### src/hw/reset_seq_pkg.sv
// constants, types and field layout of the reset timeout sequencer
//------------------------------------------------------------------
// Summary of operation
//------------------------------------------------------------------
package reset_seq_pkg;

	//------------------------------------------------------------
	// timing
	//------------------------------------------------------------
	localparam int CLK_NS          = 100;
	localparam int RC_TICK_NS      = 1000;
	localparam int RC_TICK_CYCLES  = RC_TICK_NS / CLK_NS;
	localparam int POWER_UP_TIMER_TIME_MS    = 72;
	localparam int PLL_TIME_MS     = 2;
	localparam int POWER_UP_TIMER_TICKS      = POWER_UP_TIMER_TIME_MS * 1000000 / RC_TICK_NS;
	localparam int PLL_TICKS       = PLL_TIME_MS * 1000000 / RC_TICK_NS;
	localparam int OST_EDGES       = 1024;
	localparam int EC_REC_NS       = 1500;
	localparam int EC_REC_CYCLES   = (EC_REC_NS + CLK_NS - 1) / CLK_NS;
	localparam int BOR_QUAL_CYCLES = 20;
	localparam int TMR_W           = 17;

	//------------------------------------------------------------
	// register map
	//------------------------------------------------------------
	localparam logic [7:0] RCS_OFFSET   = 8'h00;
	localparam logic [7:0] CTRL_OFFSET  = 8'h04;
	localparam logic [7:0] STATE_OFFSET = 8'h08;
	localparam int RCS_IRQ_PRIORITY_ENABLE_BIT = 7;
	localparam int RCS_RI_BIT   = 4;
	localparam int RCS_TO_BIT   = 3;
	localparam int RCS_PD_BIT   = 2;
	localparam int RCS_POR_BIT  = 1;
	localparam int RCS_BOR_BIT  = 0;
	localparam int CTRL_SWRST_BIT = 0;
	localparam logic [7:0] RCS_IMPL_MASK = 8'h9F;
	localparam logic [7:0] RCS_POR_VALUE = 8'h1C;
	localparam logic [7:0] RCS_BOR_VALUE = 8'h1E;

	//------------------------------------------------------------
	// program counter targets
	//------------------------------------------------------------
	localparam logic [20:0] VEC_RESET = 21'h000000;
	localparam logic [20:0] VEC_HIGH  = 21'h000008;
	localparam logic [20:0] VEC_LOW   = 21'h000018;

	//------------------------------------------------------------
	// types
	//------------------------------------------------------------
	typedef enum logic [2:0] {
		crystal_low_power_mode,
		crystal_mid_mode,
		crystal_high_speed_mode,
		external_clock_mode,
		external_rc_mode
	} osc_mode_t;

	typedef struct packed {
		osc_mode_t osc_mode;
		logic      pll_enable;
		logic      power_up_timer_enable_n;
		logic      brownout_enable_cfg;
	} fuse_cfg_t;

	typedef struct packed {
		logic sleep_enter;
		logic wdt_event;
		logic irq_wake;
		logic irq_high;
		logic global_irq_enable_high;
		logic global_irq_enable_low;
	} core_evt_t;

	typedef enum logic [1:0] {
		pc_reset,
		pc_next,
		pc_vector
	} pc_action_t;

	typedef struct packed {
		pc_action_t  action;
		logic [20:0] vector;
	} pc_cmd_t;

	typedef enum logic [2:0] {
		st_supply_wait,
		st_power_up_timer,
		st_ost,
		st_pll,
		st_recover,
		st_run,
		st_sleep
	} seq_state_t;

endpackage

### src/hw/reset_timeout_sequencer.sv
// reset timeout sequencer with cause status register on wishbone
`timescale 1ns/1ns
module reset_timeout_sequencer import reset_seq_pkg::*; #(
	parameter int POWER_UP_TIMER_LIMIT = POWER_UP_TIMER_TICKS,
	parameter int PLL_LIMIT  = PLL_TICKS
) (
	// clock and reset
	input  wire logic        i_clk,
	input  wire logic        i_resetn,
	// wishbone slave
	input  wire logic        i_wb_cyc,
	input  wire logic        i_wb_stb,
	input  wire logic        i_wb_we,
	input  wire logic [7:0]  i_wb_adr,
	input  wire logic [3:0]  i_wb_sel,
	input  wire logic [31:0] i_wb_dat,
	output logic             o_wb_ack,
	output logic      [31:0] o_wb_dat,
	// pins and detectors
	input  wire logic        i_master_clear_n,
	input  wire logic        i_osc_input_pin,
	input  wire logic        i_low_supply,
	// configuration and core events
	input  wire fuse_cfg_t   i_cfg,
	input  wire core_evt_t   i_evt,
	// core control
	output logic             o_core_reset,
	output logic             o_core_hold,
	output logic             o_pc_load,
	output pc_cmd_t          o_pc,
	output logic             o_irq_priority_enable
);

	//------------------------------------------------------------
	// state
	//------------------------------------------------------------
	seq_state_t             state;
	seq_state_t             next_state;
	logic [TMR_W-1:0]       tmr;
	logic [TMR_W-1:0]       next_tmr;
	logic [3:0]             rc_div;
	logic [7:0]             bor_cnt;
	logic [7:0]             next_bor_cnt;
	logic [7:0]             rcs;
	logic [7:0]             next_rcs;
	logic                   wake_path;
	pc_cmd_t                resume;
	pc_cmd_t                next_resume;
	logic                   master_clear_n_s1;
	logic                   master_clear_n_s2;
	logic                   master_clear_n_d;
	logic                   osc_s1;
	logic                   osc_s2;
	logic                   osc_d;
	logic                   low_s1;
	logic                   low_s2;

	//------------------------------------------------------------
	// input synchronisers
	//------------------------------------------------------------
	// master clear pin is only read here, never driven
	always_ff @(posedge i_clk or negedge i_resetn) begin
		if (!i_resetn) begin
			{master_clear_n_s1, master_clear_n_s2, master_clear_n_d} <= 3'h7;
			{osc_s1, osc_s2, osc_d}    <= 3'h0;
			{low_s1, low_s2}           <= 2'h3;
		end else begin
			{master_clear_n_s1, master_clear_n_s2, master_clear_n_d} <= {i_master_clear_n, master_clear_n_s1, master_clear_n_s2};
			{osc_s1, osc_s2, osc_d}    <= {i_osc_input_pin, osc_s1, osc_s2};
			{low_s1, low_s2}           <= {i_low_supply, low_s1};
		end
	end

	wire master_clear_n_fall = master_clear_n_d & ~master_clear_n_s2;
	wire master_clear_n_rise = ~master_clear_n_d & master_clear_n_s2;
	wire osc_rise  = ~osc_d & osc_s2;

	//------------------------------------------------------------
	// decode
	//------------------------------------------------------------
	wire is_crystal = (i_cfg.osc_mode == crystal_low_power_mode) |
		(i_cfg.osc_mode == crystal_mid_mode) |
		(i_cfg.osc_mode == crystal_high_speed_mode);
	wire is_ec     = i_cfg.osc_mode == external_clock_mode;
	wire in_sleep  = state == st_sleep;
	wire in_run    = state == st_run;
	wire in_timer  = (state == st_power_up_timer) | (state == st_ost) |
		(state == st_pll) | (state == st_recover);
	wire bus_req   = i_wb_cyc & i_wb_stb & ~o_wb_ack;
	wire bus_wr    = bus_req & i_wb_we & i_wb_sel[0];
	wire rcs_wr    = bus_wr & (i_wb_adr == RCS_OFFSET);
	wire sw_req    = bus_wr & (i_wb_adr == CTRL_OFFSET) &
		i_wb_dat[CTRL_SWRST_BIT] & in_run;
	wire bor_trip  = bor_cnt == 8'(BOR_QUAL_CYCLES);
	wire bor_evt   = bor_trip & (state != st_supply_wait);
	wire wake_any  = i_evt.wdt_event | i_evt.irq_wake | master_clear_n_fall;
	wire reset_evt = in_run & (sw_req | i_evt.wdt_event);
	wire rc_tick   = rc_div == 4'(RC_TICK_CYCLES - 1);

	// crystal start-up only on power or wake path
	seq_state_t wake_start;
	seq_state_t power_start;
	seq_state_t after_power_up_timer;
	seq_state_t after_ost;
	assign wake_start  = is_crystal ? st_ost :
		(is_ec ? st_recover : st_run);
	assign power_start = i_cfg.power_up_timer_enable_n ? wake_start :
		st_power_up_timer;
	assign after_power_up_timer  = is_crystal ? st_ost : st_run;
	assign after_ost   = i_cfg.pll_enable ? st_pll : st_run;

	//------------------------------------------------------------
	// shared timer
	//------------------------------------------------------------
	logic [TMR_W-1:0] tmr_limit;
	logic             tmr_inc;
	assign tmr_limit = (state == st_power_up_timer) ? TMR_W'(POWER_UP_TIMER_LIMIT) :
		(state == st_pll) ? TMR_W'(PLL_LIMIT) :
		(state == st_ost) ? TMR_W'(OST_EDGES) : TMR_W'(EC_REC_CYCLES);
	// power-up and pll delays count rc ticks
	assign tmr_inc = ((state == st_power_up_timer) | (state == st_pll)) ? rc_tick :
		(state == st_ost) ? osc_rise :
		(state == st_recover);
	wire tmr_done = tmr == tmr_limit;
	assign next_tmr = (next_state != state) ? '0 :
		tmr + {{(TMR_W - 1){1'b0}}, tmr_inc};

	always_ff @(posedge i_clk or negedge i_resetn) begin
		if (!i_resetn) begin
			rc_div <= 4'h0;
			tmr    <= '0;
		end else begin
			rc_div <= rc_tick ? 4'h0 : rc_div + 4'h1;
			tmr    <= next_tmr;
		end
	end

	//------------------------------------------------------------
	// brown-out qualification
	//------------------------------------------------------------
	// disabled brown-out keeps the count at zero
	assign next_bor_cnt = ~(low_s2 & i_cfg.brownout_enable_cfg) ? 8'h00 :
		bor_trip ? bor_cnt : bor_cnt + 8'h01;

	always_ff @(posedge i_clk or negedge i_resetn) begin
		if (!i_resetn)
			bor_cnt <= 8'h00;
		else
			bor_cnt <= next_bor_cnt;
	end

	//------------------------------------------------------------
	// sequencer
	//------------------------------------------------------------
	always_comb begin
		next_state = state;
		case (state)
			st_supply_wait: if (!low_s2) next_state = power_start;
			st_power_up_timer:        if (tmr_done) next_state = after_power_up_timer;
			st_ost:         if (tmr_done) next_state = after_ost;
			st_pll:         if (tmr_done) next_state = st_run;
			st_recover:     if (tmr_done) next_state = st_run;
			st_run:         if (i_evt.sleep_enter) next_state = st_sleep;
			st_sleep:       if (wake_any) next_state = wake_start;
			default:        next_state = st_supply_wait;
		endcase
		// brown-out aborts any phase and restarts timers
		if (bor_trip)
			next_state = st_supply_wait;
	end

	// power-on enters the supply wait first
	always_ff @(posedge i_clk or negedge i_resetn) begin
		if (!i_resetn)
			state <= st_supply_wait;
		else
			state <= next_state;
	end

	always_ff @(posedge i_clk or negedge i_resetn) begin
		if (!i_resetn)
			wake_path <= 1'b0;
		else if (bor_trip)
			wake_path <= 1'b0;
		else if (in_sleep & wake_any)
			wake_path <= ~master_clear_n_fall;
	end

	//------------------------------------------------------------
	// core control
	//------------------------------------------------------------
	// timers run whatever the pin does
	wire next_core_reset = ~master_clear_n_s2 | (state == st_supply_wait) |
		(in_timer & ~wake_path) | reset_evt | bor_trip;
	wire next_core_hold  = in_sleep | (in_timer & wake_path);
	wire entering_run    = (next_state == st_run) & ~in_run;
	wire irq_vec_ok      = i_evt.irq_high ? i_evt.global_irq_enable_high :
		i_evt.global_irq_enable_low;

	always_ff @(posedge i_clk or negedge i_resetn) begin
		if (!i_resetn) begin
			o_core_reset <= 1'b1;
			o_core_hold  <= 1'b0;
		end else begin
			o_core_reset <= next_core_reset;
			o_core_hold  <= next_core_hold;
		end
	end

	// resets restart at zero, wakes continue or vector
	// fresh target used directly when a wake goes straight to run
	always_comb begin
		next_resume = resume;
		if (bor_trip | (in_sleep & master_clear_n_fall))
			next_resume = pc_cmd_t'{pc_reset, VEC_RESET};
		else if (in_sleep & i_evt.wdt_event)
			next_resume = pc_cmd_t'{pc_next, VEC_RESET};
		else if (in_sleep & i_evt.irq_wake & irq_vec_ok)
			next_resume = pc_cmd_t'{pc_vector,
				i_evt.irq_high ? VEC_HIGH : VEC_LOW};
		else if (in_sleep & i_evt.irq_wake)
			next_resume = pc_cmd_t'{pc_next, VEC_RESET};
	end

	always_ff @(posedge i_clk or negedge i_resetn) begin
		if (!i_resetn)
			resume <= '{pc_reset, VEC_RESET};
		else
			resume <= next_resume;
	end

	always_ff @(posedge i_clk or negedge i_resetn) begin
		if (!i_resetn) begin
			o_pc_load <= 1'b0;
			o_pc      <= '{pc_reset, VEC_RESET};
		end else begin
			o_pc_load <= entering_run | reset_evt | (in_run & master_clear_n_rise);
			o_pc      <= entering_run ? next_resume : '{pc_reset, VEC_RESET};
		end
	end

	//------------------------------------------------------------
	// cause status register
	//------------------------------------------------------------
	// hardware events follow the bus write so that they win
	always_comb begin
		next_rcs = rcs;
		if (rcs_wr)
			next_rcs = i_wb_dat[7:0] & RCS_IMPL_MASK;
		if (in_run & master_clear_n_fall)
			next_rcs[RCS_IRQ_PRIORITY_ENABLE_BIT] = 1'b0;
		if (sw_req) begin
			next_rcs[RCS_IRQ_PRIORITY_ENABLE_BIT] = 1'b0;
			next_rcs[RCS_RI_BIT]   = 1'b0;
		end
		// timeout and power-down per cause
		if (in_run & i_evt.wdt_event) begin
			next_rcs[RCS_IRQ_PRIORITY_ENABLE_BIT] = 1'b0;
			next_rcs[RCS_TO_BIT]   = 1'b0;
			next_rcs[RCS_PD_BIT]   = 1'b1;
		end else if (in_sleep & i_evt.wdt_event) begin
			next_rcs[RCS_TO_BIT] = 1'b0;
			next_rcs[RCS_PD_BIT] = 1'b0;
		end else if (in_sleep & master_clear_n_fall) begin
			next_rcs[RCS_IRQ_PRIORITY_ENABLE_BIT] = 1'b0;
			next_rcs[RCS_TO_BIT]   = 1'b1;
			next_rcs[RCS_PD_BIT]   = 1'b0;
		end else if (in_sleep & i_evt.irq_wake) begin
			next_rcs[RCS_TO_BIT] = 1'b1;
			next_rcs[RCS_PD_BIT] = 1'b0;
		end
		if (bor_evt)
			next_rcs = RCS_BOR_VALUE;
	end

	// power-on value of the flags
	always_ff @(posedge i_clk or negedge i_resetn) begin
		if (!i_resetn)
			rcs <= RCS_POR_VALUE;
		else
			rcs <= next_rcs;
	end

	assign o_irq_priority_enable = rcs[RCS_IRQ_PRIORITY_ENABLE_BIT];

	//------------------------------------------------------------
	// bus read and acknowledge
	//------------------------------------------------------------
	wire [31:0] rd_data = (i_wb_adr == RCS_OFFSET) ? {24'h000000, rcs} :
		(i_wb_adr == STATE_OFFSET) ? {26'h0000000, wake_path, state,
		o_core_hold, o_core_reset} : 32'h00000000;

	always_ff @(posedge i_clk or negedge i_resetn) begin
		if (!i_resetn) begin
			o_wb_ack <= 1'b0;
			o_wb_dat <= 32'h00000000;
		end else begin
			o_wb_ack <= bus_req;
			o_wb_dat <= bus_req ? rd_data : 32'h00000000;
		end
	end
endmodule

### config.mk
export PLATFORM = sky130hd
export DESIGN_NAME = reset_timeout_sequencer
export DESIGN_NICKNAME = d
export VERILOG_FILES = /design/src/hw/reset_seq_pkg.sv /design/src/hw/reset_timeout_sequencer.sv
export SDC_FILE = /design/constraint.sdc
export NUM_CORES = 1
export LEC_CHECK = 0
export BUFFER_PORTS_ARGS = -buffer_cell sky130_fd_sc_hd__buf_2
export CORE_AREA = 2 2 88 124
export DETAILED_ROUTE_END_ITERATION = 16
export DIE_AREA = 0 0 90 126
export GPL_TIMING_DRIVEN = 0
export PLACE_DENSITY_LB_ADDON = 0.1
export SLEW_MARGIN = 20
export SYNTH_ARGS = -nofsm -noshare
export SYNTH_HDL_FRONTEND = slang
export SYNTH_SLANG_ARGS = --single-unit
### constraint.sdc
create_clock -name i_clk -period 3.3 [get_ports i_clk]
set_input_delay 0.495 -clock i_clk [delete_from_list [all_inputs] [get_ports i_clk]]
set_output_delay 0.495 -clock i_clk [all_outputs]
set_load 0.05 [all_outputs]
==> Yosys cells after proc, flatten, opt, wreduce, memory -nomap -nowiden <==
Cells that the tools add are included.
{ "op_classes": {"addsub": 3, "n_eq_ne": 17, "muxes": 46, "bitwise_logic": 49, "reduce_logical": 9} }
{ "ops": {"columns": ["op", "n"], "rows": [
  ["23-bit two-way mux", 5],
  ["8-bit two-way mux", 6],
  ["17-bit two-way mux", 2],
  ["3-bit two-way mux", 11],
  ["1-bit AND", 25],
  ["11-bit two-way mux", 2],
  ["3-bit one-hot mux with 6 select lines", 1],
  ["17-bit by 1-bit adder with 17-bit output", 1],
  ["17-bit == test", 1],
  ["1-bit OR", 17],
  ["3-bit by 2-bit == test with 1-bit output (second input constant)", 4],
  ["3-bit == test (second input constant)", 4],
  ["1-bit two-way mux", 12],
  ["8-bit by 1-bit adder with 8-bit output (second input constant)", 1],
  ["8-bit by 3-bit == test with 1-bit output (second input constant)", 1],
  ["8-bit by 4-bit == test with 1-bit output (second input constant)", 1],
  ["8-bit by 5-bit == test with 1-bit output (second input constant)", 1],
  ["8-bit logical NOT", 1],
  ["2-bit two-way mux", 4],
  ["1-bit NOT", 7],
  ["3-bit by 1-bit == test with 1-bit output (second input constant)", 2],
  ["3-bit logical NOT", 2],
  ["6-bit two-way mux", 1],
  ["3-bit nonzero test", 2],
  ["other kinds (9)", 10]
]} }
{ "word_totals": {"ff_bits": 107, "input_bits": 64} }

==> Depth between registers and ports, before layout <==
Gate-level depths: netlist (run 1).
{ "depth": {"depth_word": 12, "mapped_depth": 13, "ltp_nobuf": 12} }

==> Worst setup path before layout (run 1) <==
No wires, ideal clock.
{ "synth_timing": {"path_type": "register to register", "from": "register state[0]", "to": "register tmr[14]", "setup_time_ns": 0.121, "t_arrival_ns": 2.373, "path_slack_ns": 0.806, "stages_incl_launch_ff": 13, "path_buffers": 2, "synth_period_minus_slack_ns": 2.494, "path_cell_list": "dfrtp_1 -> clkbuf_1 -> clkbuf_1 -> nor4bb_1 -> nor3_1 -> a21oi_1 -> ha_1 -> ha_1 -> and3_1 -> and2_1 -> nand4_1 -> xor2_1 -> nor3_2"} }
{ "synth_between": {"elab_chain_cells": 10, "elab_cells_between_ends": 26, "cone_classes": "add/sub (1); eq/ne (8); mux (14); bitwise (1); reduce/logical (2)"} }
{ "synth_rtl": {"columns": ["item", "line_no", "rtl"], "rows": [
  ["from (decl)", "reset_timeout_sequencer.sv:37", "seq_state_t state;"],
  ["from (signal assigned)", "reset_timeout_sequencer.sv:175", "state <= st_supply_wait;"],
  ["from (signal assigned)", "reset_timeout_sequencer.sv:177", "state <= next_state;"],
  ["3-bit by 2-bit == test with 1-bit output", "reset_timeout_sequencer.sv:119, reset_timeout_sequencer.sv:122, reset_timeout_sequencer.sv:157", null],
  ["11-bit two-way mux", "reset_timeout_sequencer.sv:119", "(state == st_ost) ? TMR_W'(OST_EDGES) : TMR_W'(EC_REC_CYCLES);"],
  ["11-bit two-way mux", "reset_timeout_sequencer.sv:118", "(state == st_pll) ? TMR_W'(PLL_LIMIT) :"],
  ["17-bit two-way mux", "reset_timeout_sequencer.sv:117", "assign tmr_limit = (state == st_power_up_timer) ? TMR_W'(POWER_UP_TIMER_LIMIT) :"],
  ["17-bit == test", "reset_timeout_sequencer.sv:124", "wire tmr_done = tmr == tmr_limit;"],
  ["3-bit two-way mux, on equally long branches", null, null],
  ["3-bit one-hot mux with 6 select lines", "reset_timeout_sequencer.sv:157", "case (state)"],
  ["3-bit two-way mux", "reset_timeout_sequencer.sv:168", "if (bor_trip)"],
  ["3-bit inequality test", "reset_timeout_sequencer.sv:125", "assign next_tmr = (next_state != state) ? '0 :"],
  ["17-bit two-way mux (*)", "reset_timeout_sequencer.sv:125", null],
  ["net next_tmr[14]", "reset_timeout_sequencer.sv:40", "logic [TMR_W-1:0] next_tmr;"],
  ["to (signal assigned)", "reset_timeout_sequencer.sv:134", "tmr <= next_tmr;"],
  ["to (decl)", "reset_timeout_sequencer.sv:39", "logic [TMR_W-1:0] tmr;"]
]} }
Mark *: on every way through the listed nets, which the timed path passes. The rest lies on a longest branch.
A chain may end at the register's enable or synchronous reset.

==> Worst setup path in the final report (run 1) <==
{ "layout_timing": {"from": "register state[1]", "to": "register tmr[14]"} }
Same word-level chain as after synthesis.

==> results_dict.tcl, run 1 <==
set metrics [dict create \
    r2r_cells 12 \
    final_hold_viol_count 0 \
    dpl.hpwl_um 7320 \
    rsz0062_at_grt "no" \
    io_pins 124 \
    layout_setup_ws_ps 291 \
    crit_slowest_cell "dfrtp_1" \
    fin_crit_ps 3010 \
    cts_buffers 9 \
    slew_viol_final 0 \
    tns_ps 0 \
    critPathMaxStageDelay_ps 470 \
    path_clk_slew_ps 70 \
    initial_core_util_pct 48.8 \
    ys_seq_elements 105 \
    worstReg2RegStart "state[1]" \
    final_cells 720 \
    crit_path_start_kind "flip-flop" \
    globalRouteOverflowTotal 0 \
    worst_slew_pin_slew_ps 758 \
    hp-class "primary input to asynchronous set/reset pin" \
    crit_start "state[1]" \
    placed_cell_area_um2 5630 \
    worstPathArrival_ps 3250 \
    path_class "flip-flop to flip-flop" \
    synth_cell_types 68 \
    status "completed" \
    post-place-ws_ps 210 \
    cts_buffer_depth 2 \
    synth-edff-count 0 \
    htreeDepth 3 \
    leakage_nw 2.95 \
    clock-sinks 105 \
    synth_area_um2 4990 \
    clock_latency_ps 350 \
    area_growth_pct 18.7 \
    worstPathCellList "buf_2, clkbuf_1, nor4bb_1, nor3_1, a21oi_1, ha_1, ha_1, and3_1, and2_1, nand4_1, xor2_1, nor3_2" \
    cts_resized 0 \
    path_delay_family "simple AND/OR/NAND/NOR gates" \
    p_per_area_nw_per_um2 523 \
    synth_flop_cell "dfrtp_1" \
    first_iter_violations 161 \
    drt-total-wl_um 10200 \
    cts_hold_buf 0 \
    path_buf_inv 2 \
    r2r-end "tmr[14]" \
    min_period_over_period_pct 91.2 \
    vias 3642 \
    async_reset_ff_share_pct 100 \
    ir_worst_vdd_uv 270 \
    avgRoutedWirePerCell_um 14.1 \
    portBuffers 68 \
    path_common_cell "ha_1" \
    clk_root_buffer_cell "clkbuf_16" \
    antenna_found_initial 0 \
    vias_per_cell 5.06 \
    die_w_um 90 \
    dieArea_um2 11300 \
    max_freq_ghz 0.332 \
    gp_congestion 0.930 \
    rows 44 \
    setup_viol 0 \
    cp-endpoint "tmr[14]" \
    ant_nets 0 \
    cp.required_ps 3540 \
    final_area_um2 5930 \
    netlist_instances 473 \
    core_um2 10200 \
    fillers 932 \
    nNetsFinal 645 \
    cp.depth 12 \
    grt_pass1_vias 3598 \
    dr.pass1.iters 4 \
    cap_violations 0 \
    critPathMaxFanout 10 \
    drive_above_1_share_pct 25.9 \
    seq_area_frac_synth_pct 52.8 \
    drc 0 \
    skew_ps 10.7 \
    postCtsSetupRepairBufs 0 \
    grt_max_degree 71 \
    yosysWarningCount 0 \
    end_kind "flip-flop" \
    totalPowerFinal_mw 3.10 \
    grt_use_total_pct 18.6 \
    die_y_um 126 \
    grt_pass1_wl_um 17000 \
    syn_avg_cell_area_um2 10.6 \
    reg2reg_setup_slack_ps 290 \
    num_antenna_cells 0 \
    relSlewSlack_pct 49.5 \
    cts_tree "yes" \
    placed_cells 704 \
]
metal layers:
layer / part of all wire [%] / vias to the layer above / global-route usage (%)
met1: 43 / 1741 / 23.1
li1: - / 1789 / -
met3: 4.7 / 16 / 4.31
met5: 0 / - / 0
met4: 2.3 / 0 / 6.97
met2: 50 / 96 / 31.8
layout by cell type (no fill, tap or decap), types with 4 or more instances in the layout:
cell | synthesis | final
dfstp_2 | 9 | 9
nand2_1 | 33 | 33
mux2i_1 | 11 | 11
dfrtp_1 | 96 | 96
nor2_1 | 31 | 31
and3_1 | 5 | 5
xnor2_1 | 7 | 7
nor2b_1 | 29 | 29
nand4_1 | 7 | 7
nor3b_1 | 4 | 4
a21oi_1 | 18 | 18
buf_4 | 25 | 25
ha_1 | 4 | 4
inv_1 | 14 | 14
o21ai_0 | 15 | 15
xor2_1 | 14 | 14
conb_1 | 1 | 25
and2_1 | 28 | 28
nor3_2 | 10 | 10
nand3b_1 | 4 | 4
buf_2 | 7 | 74
clkbuf_1 | 8 | 8
clkbuf_16 | 0 | 9
nand3_1 | 15 | 15
nor3_1 | 12 | 12
where the power goes:
group | internal, mW | total (mW) | switching, mW
clock | 0.537 | 1.05 | 0.508
sequential | 1.38 | 1.45 | 0.0761
combinational | 0.231 | 0.603 | 0.372
cell usage after synthesis, types with 7 or more instances:
cell type  instances  area [um2]
a21oi_1           18        90.1
and2_1            28         175
buf_2              7        35.0
buf_4             25         188
clkbuf_1           8        30.0
dfrtp_1           96        2400
dfstp_2            9         236
inv_1             14        52.6
mux2i_1           11         110
nand2_1           33         124
nand3_1           15        75.1
nand4_1            7        43.8
nor2_1            31         116
nor2b_1           29         181
nor3_1            12        60.1
nor3_2            10         100
o21ai_0           15        75.1
xnor2_1            7        61.3
xor2_1            14         123
worst min path at each step:
| stage | startpoint | to | slack [ps] |
|---|---|---|---|
| after floorplan | i_resetn | bor_cnt[0] | 200 |
| after global placement | osc_s1 | osc_s2 | 340 |
| after detailed placement | master_clear_n_s1 | master_clear_n_s2 | 350 |
| after global routing | i_resetn | o_pc[10] | 30 |
| after CTS | i_resetn | o_pc[10] | 30 |
| final | i_resetn | o_pc[10] | 20 |
metrics by stage:
stage | hold slack (ps) | util, %
after floorplan | 199 | -
after global placement | 339 | 54.7
after detailed placement | 349 | 55.0
after CTS | 25.6 | 57.9
after global routing | 33.7 | 57.9
final | 23.4 | 57.9
flip-flops by register name, indices dropped and copies added, names as in the netlist, 3 cells and up:
signal    flops
resume       23
rcs           6
bor_cnt       8
tmr          17
o_pc         23
o_wb_dat      8
state         3
rc_div        4
cell type report:
cell class	instances	area (um2)	area share, %
clock inverters	6	65.1	1.10
repair buffers	69	374	6.31
clock buffers	10	229	3.86
plain buffers	42	269	4.54
inverters	14	52.6	0.887
multi-input cells	336	2120	35.9
flip-flops and latches	105	2640	44.5
well taps	138	173	2.91
cells by family after synthesis:
| logic type | after synthesis | share of synthesized area (%) |
|---|---|---|
| xor gates and xnor gates | 21 | 3.68 |
| muxes | 14 | 2.96 |
| and+or+nand+nor | 205 | 23.7 |
| adders and majority gates | 5 | 1.20 |
| other | 1 | 0.0751 |
| buffers and inverters | 56 | 6.41 |
| DFF | 105 | 52.8 |
| AOI/OAI and AO/OA | 66 | 9.12 |
No activity file was read; power rests on OpenSTA's default activity.
==> inputs of run 2 (changes only) <==
--- a/config.mk
+++ b/config.mk
@@ -6,11 +6,12 @@
 export NUM_CORES = 1
 export LEC_CHECK = 0
 export BUFFER_PORTS_ARGS = -buffer_cell sky130_fd_sc_hd__buf_2
-export CORE_AREA = 2 2 88 124
+export CORE_AREA = 2 2 86 120
 export DETAILED_ROUTE_END_ITERATION = 16
-export DIE_AREA = 0 0 90 126
+export DIE_AREA = 0 0 88 122
 export GPL_TIMING_DRIVEN = 0
 export PLACE_DENSITY_LB_ADDON = 0.1
+export REMOVE_ABC_BUFFERS = 1
 export SLEW_MARGIN = 20
 export SYNTH_ARGS = -nofsm -noshare
 export SYNTH_HDL_FRONTEND = slang
==> results_dict.tcl, run 2 (same netlist as run 1, synthesis figures left out) <==
set metrics [dict create \
    r2r_cells 7 \
    end_kind "flip-flop" \
    p_int_mw 2.17 \
    gp_congestion 0.841 \
    layout_setup_ws_ps 355 \
    path_class "flip-flop to flip-flop" \
    crit_path_start_kind "flip-flop" \
    drc 0 \
    htreeDepth 3 \
    avgRoutedWirePerCell_um 14.5 \
    p_seq_share_pct 47.1 \
    min_period_over_period_pct 89.2 \
    reg.largest.list "o_pc (23), resume (23), tmr (17)" \
    cts_tree "yes" \
    cts_hold_buf 0 \
    dpl.hpwl_um 6790 \
    nNetsFinal 605 \
    ant_nets 0 \
    globalRouteOverflowTotal 0 \
    worstReg2RegStart "state[0]" \
    grt_pass1_vias 3455 \
    critPathMaxStageDelay_ps 630 \
    cts_resized 0 \
    first_iter_violations 192 \
    p_per_area_nw_per_um2 548 \
    power_switching_mw 0.945 \
    p_comb_share_pct 17.0 \
    ir_worst_vdd_uv 307 \
    final_hold_viol_count 1 \
    grt_max_degree 77 \
    p_clk_share_pct 35.9 \
    skew_ps 8.83 \
    tns_ps 0 \
    setup_viol 0 \
    slew_viol_final 0 \
    core_um2 9740 \
    leakage_nw 2.78 \
    r2r-end "tmr[0]" \
    initial_core_util_pct 51.3 \
    crit_slowest_cell "dfrtp_2" \
    path_buf_inv 0 \
    portBuffers 70 \
    num_antenna_cells 0 \
    drt-total-wl_um 9850 \
    die_w_um 88 \
    drive_above_1_share_pct 22.7 \
    clock_latency_ps 350 \
    worst_slew_pin_slew_ps 768 \
    dieArea_um2 10700 \
    fillers 835 \
    mostFrequentLayoutCells "dfrtp_1 (93), buf_2 (69), nand2_1 (33)" \
    clk_root_buffer_cell "clkbuf_16" \
    grt_use_total_pct 19.4 \
    relSlewSlack_pct 48.8 \
    vias_per_cell 5.18 \
    antenna_found_initial 0 \
    area_growth_pct 13.9 \
    postCtsSetupRepairBufs 0 \
    die_y_um 122 \
    critPathMaxFanout 26 \
    rows 43 \
    post-place-ws_ps 117 \
    worstPathCellList "nor2b_1, o2111ai_1, a2111oi_0, a21oi_1, a21oi_2, mux2_4, nor3b_1" \
    cts_buffers 9 \
    clock-sinks 105 \
    violations "hold timing" \
    path_delay_family "compound AO/OA/AOI/OAI gates" \
    grt_pass1_wl_um 16100 \
    reg2reg_setup_slack_ps 360 \
    vias 3507 \
    swShare_pct 30.3 \
    cp.required_ps 3570 \
    dr.pass1.iters 4 \
    cts_buffer_depth 2 \
    hp-class "primary input to asynchronous set/reset pin" \
    path_clk_slew_ps 80 \
    io_pins 124 \
    mostFrequentLayoutCell "dfrtp_1" \
    status "finished, violations left" \
    rsz0062_at_grt "no" \
    cap_violations 0 \
    max_freq_ghz 0.340 \
    fin_crit_ps 2940 \
    worstPathArrival_ps 3210 \
    fin_hold_ws_ps -0.266 \
]
## run 2: changes by cell type in the layout (fill, tap and decap cells not counted), sizes merged
cell,change
clkbuf,-8
inv,-2
buf,-32
clkinv,+1
bufinv,+1
## run 2: area by class of cell
type	instances	area, um2	share of cell area [%]
clock buffers	10	229	4.03
clock inverters	6	86.3	1.52
inverters	14	52.6	0.924
multi-input cells	336	2120	37.4
flip-flops and latches	105	2640	46.5
well taps	135	169	2.97
repair buffers	71	384	6.75
## run 2: power by group through the flow
stage,clock [mW],sequential (mW),combinational [mW]
after global routing,1.19,1.49,0.595
after detailed placement,0,1.49,0.532
after CTS,1.15,1.47,0.535
after global placement,0,1.49,0.519
final,1.12,1.47,0.530
after floorplan,0,1.50,0.369
## run 2: metal layers
| layer | share of wire, % | wire, um | global-route usage [%] | vias to the layer above |
|---|---|---|---|---|
| met5 | 0 | 0 | 0 | - |
| met1 | 43 | 4240 | 24.3 | 1686 |
| met2 | 50 | 4920 | 32.5 | 102 |
| met3 | 5.4 | 529 | 4.74 | 13 |
| met4 | 1.6 | 161 | 6.92 | 0 |
| li1 | - | - | - | 1706 |
## run 2: worst max path at each step
stage	startpoint	end	slack, ps	depth (start not counted)
final	state[0]	tmr[0]	360	7
after global routing	state[0]	o_pc_load	170	7
after CTS	state[0]	tmr[16]	90	7
after detailed placement	state[0]	tmr[16]	120	7
after global placement	state[2]	o_pc[22]	110	7
after floorplan	state[0]	tmr[16]	730	7
## run 2: per-stage QoR
stage	power, mW	instance area (um2)	utilization, %	instances
finish	3.12	5690	58.4	677
global route	3.28	5690	58.4	677
CTS	3.15	5680	58.4	677
detailed placement	2.02	5370	55.1	661
global placement	2.01	5340	54.8	660
floorplan	1.87	4820	-	455
